<file path="src/pims_pkg.sv">
// Package for the PHY interface mode select block: offsets, encodings, reset values
package pims_pkg;
  localparam int MODE_W = 3;
  typedef enum logic [2:0] {
    PIMS_RGMII_COPPER = 3'b000,
    PIMS_SGMII_COPPER = 3'b001,
    PIMS_RGMII_BX     = 3'b010,
    PIMS_RGMII_FX     = 3'b011,
    PIMS_RGMII_SGMII  = 3'b100,
    PIMS_RSVD_5       = 3'b101,
    PIMS_RSVD_6       = 3'b110,
    PIMS_RSVD_7       = 3'b111
  } pims_mode_t;
  localparam logic [2:0] MODE_RST_SERDES = 3'h7;
  localparam logic [2:0] MODE_RST_PLAIN  = 3'h0;
  // Register byte offsets on APB
  localparam logic [11:0] OFF_MODE   = 12'h000;
  localparam logic [11:0] OFF_CTRL   = 12'h004;
  localparam logic [11:0] OFF_STATUS = 12'h008;
  // Field positions
  localparam int CTRL_SGMII_AN_EN = 0;
  localparam int ST_LINK          = 0;
  localparam int ST_DUPLEX        = 1;
  localparam int ST_SPEED_LO      = 2;
  localparam int ST_SYS_SGMII     = 4;
  localparam int ST_VALID         = 5;
  localparam logic [1:0] SPEED_1000 = 2'h2;
endpackage : pims_pkg

</file>
<file path="src/pims_route.sv">
// Interface pairing decoder: maps a mode to routes, power-downs and SGMII role
`timescale 1ns/1ps
`default_nettype none
module pims_route (
  input  wire logic [2:0] mode,
  output logic            valid,
  output logic            sgmii_sys,
  output logic            sgmii_media,
  output logic            pd_copper,
  output logic            pd_rgmii,
  output logic            pd_serdes
);
  always_comb begin
    valid       = 1'b1;
    sgmii_sys   = 1'b0;
    sgmii_media = 1'b0;
    pd_copper   = 1'b1;
    pd_rgmii    = 1'b1;
    pd_serdes   = 1'b1;
    case (pims_pkg::pims_mode_t'(mode))
      pims_pkg::PIMS_RGMII_COPPER: begin
        pd_copper = 1'b0;
        pd_rgmii  = 1'b0;
      end
      pims_pkg::PIMS_SGMII_COPPER: begin
        pd_copper = 1'b0;
        pd_serdes = 1'b0;
        sgmii_sys = 1'b1;
      end
      pims_pkg::PIMS_RGMII_BX, pims_pkg::PIMS_RGMII_FX: begin
        pd_rgmii  = 1'b0;
        pd_serdes = 1'b0;
      end
      pims_pkg::PIMS_RGMII_SGMII: begin
        pd_rgmii    = 1'b0;
        pd_serdes   = 1'b0;
        sgmii_media = 1'b1;
      end
      default: begin
        valid = 1'b0;
      end
    endcase
  end
endmodule // pims_route
`default_nettype wire

</file>
<file path="src/pims_top.sv">
// PHY interface mode select: APB registers, pairing, role and mirroring control
// Functional notes
// - Decode three-bit mode into five pairings
// - SERDES variant resets mode to reserved 111
// - Non-SERDES variant resets mode to 000
// - Copper media, RGMII system, SGMII per mode
// - SGMII system runs PHY-side auto-negotiation
// - System side mirrors media speed and duplex
// - SGMII media runs MAC-side auto-negotiation
// - Media conversion: mode 001, SGMII AN off
// - Forward paired interfaces, power down third
//
// Added by the designer: the APB slave port and the register addresses.
`timescale 1ns/1ps
`default_nettype none
module pims_top #(
  parameter bit HAS_SERDES = 1'b1
) (
  input  wire logic        ref_clk,
  input  wire logic        rst_n,
  input  wire logic        psel,
  input  wire logic        penable,
  input  wire logic        pwrite,
  input  wire logic [11:0] paddr,
  input  wire logic [31:0] pwdata,
  output logic      [31:0] prdata,
  output logic             pready,
  output logic             pslverr,
  input  wire logic        media_link,
  input  wire logic        media_duplex,
  input  wire logic [1:0]  media_speed,
  output logic             fwd_en,
  output logic             route_copper,
  output logic             route_rgmii,
  output logic             route_serdes,
  output logic             pd_copper,
  output logic             pd_rgmii,
  output logic             pd_serdes,
  output logic             an_phy_side,
  output logic             an_mac_side,
  output logic             sys_duplex,
  output logic      [1:0]  sys_speed
);
  // ==========================================================
  // Pin synchronisers
  logic [3:0] st1;
  logic [3:0] st2;
  always_ff @(posedge ref_clk or negedge rst_n) begin
    if (!rst_n) begin
      st1 <= 4'h0;
      st2 <= 4'h0;
    end else begin
      st1 <= {media_speed, media_duplex, media_link};
      st2 <= st1;
    end
  end
  logic       lnk;
  logic       dup;
  logic [1:0] spd;
  assign lnk = st2[0];
  assign dup = st2[1];
  assign spd = st2[3:2];

  // ==========================================================
  // Registers
  logic [2:0] mode;
  logic       an_en;
  logic       wr_acc;
  logic       mapped;
  assign wr_acc = psel && penable && pwrite;
  assign mapped = (paddr == pims_pkg::OFF_MODE) || (paddr == pims_pkg::OFF_CTRL)
                  || (paddr == pims_pkg::OFF_STATUS);

  // Reset value depends on the variant
  always_ff @(posedge ref_clk or negedge rst_n) begin
    if (!rst_n) begin
      mode <= HAS_SERDES ? pims_pkg::MODE_RST_SERDES : pims_pkg::MODE_RST_PLAIN;
    end else if (wr_acc && paddr == pims_pkg::OFF_MODE) begin
      mode <= pwdata[2:0];
    end
  end

  // SGMII auto-negotiation enable; cleared for copper to 1000BASE-X conversion
  always_ff @(posedge ref_clk or negedge rst_n) begin
    if (!rst_n) begin
      an_en <= 1'b1;
    end else if (wr_acc && paddr == pims_pkg::OFF_CTRL) begin
      an_en <= pwdata[pims_pkg::CTRL_SGMII_AN_EN];
    end
  end

  // ==========================================================
  // Pairing decode
  logic v;
  logic s_sys;
  logic s_med;
  logic p_cu;
  logic p_rg;
  logic p_sd;
  pims_route u_route (
    .mode        (mode),
    .valid       (v),
    .sgmii_sys   (s_sys),
    .sgmii_media (s_med),
    .pd_copper   (p_cu),
    .pd_rgmii    (p_rg),
    .pd_serdes   (p_sd)
  );

  // Power-down is automatic; software power-down bits are not needed
  always_ff @(posedge ref_clk or negedge rst_n) begin
    if (!rst_n) begin
      pd_copper <= 1'b1;
      pd_rgmii  <= 1'b1;
      pd_serdes <= 1'b1;
    end else begin
      pd_copper <= p_cu;
      pd_rgmii  <= p_rg;
      pd_serdes <= p_sd;
    end
  end

  // Forward only while link is up and the mode is valid
  always_ff @(posedge ref_clk or negedge rst_n) begin
    if (!rst_n) begin
      fwd_en       <= 1'b0;
      route_copper <= 1'b0;
      route_rgmii  <= 1'b0;
      route_serdes <= 1'b0;
    end else begin
      fwd_en       <= v && lnk;
      route_copper <= v && lnk && !p_cu;
      route_rgmii  <= v && lnk && !p_rg;
      route_serdes <= v && lnk && !p_sd;
    end
  end

  always_ff @(posedge ref_clk or negedge rst_n) begin
    if (!rst_n) begin
      an_phy_side <= 1'b0;
      an_mac_side <= 1'b0;
    end else begin
      an_phy_side <= s_sys && an_en;
      an_mac_side <= s_med && an_en;
    end
  end

  // Mirror media result; held at last value while link is down
  always_ff @(posedge ref_clk or negedge rst_n) begin
    if (!rst_n) begin
      sys_duplex <= 1'b0;
      sys_speed  <= 2'h0;
    end else if (lnk) begin
      sys_duplex <= dup;
      sys_speed  <= spd;
    end
  end

  // ==========================================================
  // APB answer: zero wait states, error on unmapped address
  always_ff @(posedge ref_clk or negedge rst_n) begin
    if (!rst_n) begin
      prdata  <= 32'h0000_0000;
      pready  <= 1'b0;
      pslverr <= 1'b0;
    end else begin
      pready  <= psel && !penable;
      pslverr <= psel && !penable && !mapped;
      prdata  <= 32'h0000_0000;
      if (psel && !penable && !pwrite) begin
        case (paddr)
          pims_pkg::OFF_MODE: prdata <= {29'h0, mode};
          pims_pkg::OFF_CTRL: prdata <= {31'h0, an_en};
          pims_pkg::OFF_STATUS: begin
            prdata[pims_pkg::ST_LINK]                       <= lnk;
            prdata[pims_pkg::ST_DUPLEX]                     <= sys_duplex;
            prdata[pims_pkg::ST_SPEED_LO+1:pims_pkg::ST_SPEED_LO] <= sys_speed;
            prdata[pims_pkg::ST_SYS_SGMII]                  <= s_sys;
            prdata[pims_pkg::ST_VALID]                      <= v;
          end
          default: prdata <= 32'h0000_0000;
        endcase
      end
    end
  end

  // ==========================================================
  // Checks
  chk_rsvd_idle: assert property (@(posedge ref_clk) disable iff (!rst_n)
    !v |=> !fwd_en && !route_copper && !route_rgmii && !route_serdes)
    else $error("forwarding under reserved mode");
  chk_third_down: assert property (@(posedge ref_clk) disable iff (!rst_n)
    v |=> ($countones({pd_copper, pd_rgmii, pd_serdes}) == 1))
    else $error("unused interface not powered down");
  chk_mirror_dup: assert property (@(posedge ref_clk) disable iff (!rst_n)
    lnk |=> sys_duplex == $past(dup) && sys_speed == $past(spd))
    else $error("system side not mirroring media");
  chk_phy_an: assert property (@(posedge ref_clk) disable iff (!rst_n)
    (mode == pims_pkg::PIMS_SGMII_COPPER && an_en) |=> an_phy_side && !an_mac_side)
    else $error("phy side negotiation missing");
  chk_mac_an: assert property (@(posedge ref_clk) disable iff (!rst_n)
    (mode == pims_pkg::PIMS_RGMII_SGMII && an_en) |=> an_mac_side && !an_phy_side)
    else $error("mac side negotiation missing");
  chk_an_off: assert property (@(posedge ref_clk) disable iff (!rst_n)
    !an_en |=> !an_phy_side && !an_mac_side)
    else $error("negotiation running while disabled");
  chk_copper_up: assert property (@(posedge ref_clk) disable iff (!rst_n)
    (v && mode != pims_pkg::PIMS_RGMII_BX && mode != pims_pkg::PIMS_RGMII_FX
     && mode != pims_pkg::PIMS_RGMII_SGMII) |=> !pd_copper)
    else $error("copper media powered down");
  chk_fwd_link: assert property (@(posedge ref_clk) disable iff (!rst_n)
    (v && lnk) [*2] |-> fwd_en)
    else $error("no forwarding with link up");
  cov_sgmii_sys: cover property (@(posedge ref_clk) disable iff (!rst_n) an_phy_side && fwd_en);
  cov_sgmii_med: cover property (@(posedge ref_clk) disable iff (!rst_n) an_mac_side && fwd_en);
  cov_rsvd_to_ok: cover property (@(posedge ref_clk) disable iff (!rst_n) !v ##1 v);
endmodule // pims_top
`default_nettype wire

</file>
<file path="config.mk">
export PLATFORM = sky130hd
export DESIGN_NAME = pims_top
export DESIGN_NICKNAME = d
export VERILOG_FILES = /design/src/pims_pkg.sv /design/src/pims_route.sv /design/src/pims_top.sv
export SDC_FILE = /design/constraint.sdc
export NUM_CORES = 1
export LEC_CHECK = 0
export ABC_AREA = 1
export BUFFER_PORTS_ARGS = -buffer_cell sky130_fd_sc_hd__clkbuf_2
export CELL_PAD_IN_SITES_DETAIL_PLACEMENT = 1
export CELL_PAD_IN_SITES_GLOBAL_PLACEMENT = 2
export CORE_MARGIN = 3
export CORE_UTILIZATION = 23
export DETAILED_ROUTE_END_ITERATION = 6
export PLACE_DENSITY_LB_ADDON = 0.15
export SLEW_MARGIN = 20
export SYNTH_ARGS = -nofsm -noshare
export SYNTH_HDL_FRONTEND = slang
export SYNTH_SLANG_ARGS = --single-unit
</file>
<file path="constraint.sdc">
create_clock -name ref_clk -period 2 [get_ports ref_clk]
set_input_delay 0.3 -clock ref_clk [delete_from_list [all_inputs] [get_ports ref_clk]]
set_output_delay 0.3 -clock ref_clk [all_outputs]
set_load 0.01 [all_outputs]
</file>
==> results.md <==
* Vias per cell at 3.68
* I/O pins at 99
* Routed wire length per instance at 11.0 um
* Core footprint at 0.00571 sq mm
* Sequential share of the synthesized area at 57.8%
* Top delay family on crit path: flip-flops
* Maxcap violations at 0
* Final-layout fill cell count at 698
* R2R cell count at 3
* Critical Path End Type: primary output
* Final min period at 1.22 ns
* Placed Cells at 256
* Grt ovf at 0
* IO buf count at 43
* Synth-to-layout area growth at 21.2%
* Commonest non-fill, non-tap cells in the layout: clkbuf_2, conb_1, dfrtp_1, nand2_1
* Crit path cell chain: clkbuf_2
* Fmax at 0.821 GHz
* Share of post-route cells with drive strength above 1 at 34.4%
* Worst Setup SP: pd_rgmii
* Synthesized area per cell at 9.87 sq um
* Clk_skew at 0.00770 ns
* CTS tree: done
* RSZ-0062 raised after global routing: false
* Hold-fix buffers at CTS at 0
* Final Non-Filler Cells at 264
* Final instance area at 0.00170 sq mm
* CP startpoint kind: register
* Cts bufs inserted at 5
* CP Class: reg2out
* Max incr delay on CP at 0.52 ns
* Final core utilization at 29.7%
* Warnings from Yosys at 0
* Mapped Cells at 142
* Vias at 971
* Class of the worst hold path: in2async
* CP Max Fanout at 1
* DRC Markers at 0
* Maximum vdd drop at 0.256 mV
* Unique cell type count in the Yosys netlist at 21
* Diode count at 0
* Max clock buf depth at 2
* Number of global-route vias before repair at 1,005
* Final hold vios at 0
* CTS clock-pin slew for the worst setup and hold paths at 0.07 ns
* Levels on crit path at 1
* Syn Std Cell Area at 0.00140 sq mm
* R2R Path Start: mode[2]
* Post-CTS setup buffers at 0
* Initial antenna violation count at 0
* Root Driver: clkbuf_8
* WHS at 0.0674 ns
* Fin crit share at 60.9%
* #FFs+latches synth at 32
* Setup-failing EPs final at 0
* Rel. slew slack at 50.8%
* Initial Utilization at 24.5%
* Required time of the critical path at 1.70 ns
* First-pass GRT wire length at 4860 um
* H-tree Lvls at 2
* HPWL Detailed at 2410 um
* Placer Congestion at 0.738
* Status: finished clean
* Worst Path Buf+Inv at 1
* Post_cts resized at 0
* Worst-skew pair later-pin latency at 0.28 ns
* Slowest-stage cell, CP: dfstp_2
* Initial drt markers at 44
* Total die area at 0.00707 sq mm
* Post-DP Area at 0.00161 sq mm
* Die width at 84.1 um
* FP Rows at 27
* Leak at 0.000965 uW
* Slew @ Worst Pin at 0.738 ns
* Setup TNS at 0 ns
* Nets at 244
* Total GRT Usage at 8.75%
* Max-slew violations at 0
* Largest net degree at the start of global routing at 33
* Sink Count at 32
* TritonRoute pass-1 iters at 4
* Commonest non-fill, non-tap cell in the layout: clkbuf_2
* Pwr dens at 740 mW/mm^2
* Total wire length at 2900 um
* Detail Route Antenna Nets at 0
* Worst Path Arrival at 0.92 ns
* Die Height at 84.1 um
## power by group
group          switching [uW]  internal (uW)  leakage [uW]  total, uW
sequential               8.63            664      0.000397        673
clock                     244            246     0.0000404        490
combinational            65.3           28.1      0.000528       93.4
## path summary, 6_finish.rpt
check | end | slack, ns
worst max-delay path | pd_rgmii | 0.78
worst min-delay path | prdata[1] | 0.07
worst max register to register | route_rgmii | 0.84
worst min register to register | st2[3] | 0.35
max in group asynchronous | sys_duplex | 1.46
min in group ref_clk | st1[1] | 0.12
## cell usage after synthesis
| master | n | area, sq um |
|---|---|---|
| nor3_1 | 1 | 5.00 |
| nor2_1 | 17 | 63.8 |
| o21ai_0 | 2 | 10.0 |
| buf_4 | 26 | 195 |
| nand3_1 | 8 | 40.0 |
| nor2_8 | 1 | 20.0 |
| nand4_1 | 1 | 6.26 |
| nor3_2 | 1 | 10.0 |
| nor4_1 | 1 | 6.26 |
| nand2_4 | 1 | 11.3 |
| xor2_1 | 1 | 8.76 |
| dfrtp_1 | 25 | 626 |
| a21oi_1 | 1 | 5.00 |
| nand2_1 | 21 | 78.8 |
| inv_1 | 17 | 63.8 |
| dfstp_2 | 7 | 184 |
| conb_1 | 1 | 3.75 |
| o21ai_2 | 1 | 8.76 |
| o21ai_1 | 5 | 25.0 |
| nor2_4 | 1 | 11.3 |
| nor2_2 | 3 | 18.8 |
## flip-flops by register name, indices dropped and copies added (netlist names)
| name | flops |
|---|---|
| prdata | 6 |
| pd_serdes | 1 |
| st1 | 4 |
| an_phy_side | 1 |
| route_serdes | 1 |
| route_rgmii | 1 |
| an_mac_side | 1 |
| mode | 3 |
| pready | 1 |
| pslverr | 1 |
| fwd_en | 1 |
| st2 | 4 |
| route_copper | 1 |
| pd_rgmii | 1 |
| sys_duplex | 1 |
| an_en | 1 |
| pd_copper | 1 |
| sys_speed | 2 |
## through the flow
stage               worst slack, ns  total power, uW
finish                        0.782             1260
global route                  0.743             1330
CTS                           0.765             1280
detailed placement            0.623              779
global placement              0.663              777
floorplan                     0.937              766
## per-layer routing
layer	part of all wire [%]	wire [um]	GRT usage (%)	vias up
met3	8.2	238	3.46	4
met5	0	0	0	-
met2	51	1490	13.8	43
met4	1.8	53	3.95	0
li1	-	-	-	481
met1	38	1110	10.5	443
## logic make-up (layout without fill, tap and decap cells)
family / Yosys count / count (layout) / share of synthesized area [%]
other: 1 / 26 / 0.268
XOR/XNOR: 1 / 1 / 0.625
buffers and inverters: 43 / 68 / 18.5
flip-flops: 32 / 32 / 57.8
AND/OR/NAND/NOR: 56 / 56 / 19.4
AO/OA/AOI/OAI: 9 / 9 / 3.48
## cell type report
| cell class | instances | area (sq um) | area share [%] |
|---|---|---|---|
| sequential | 32 | 810 | 47.7 |
| multi-input combinational | 92 | 427 | 25.1 |
| timing repair buffer | 43 | 215 | 12.7 |
| tap | 72 | 90.1 | 5.31 |
| clock buffer | 5 | 68.8 | 4.05 |
| inverter | 17 | 63.8 | 3.76 |
| clock inverter | 3 | 23.8 | 1.40 |
(Power assumes the default switching activity.)
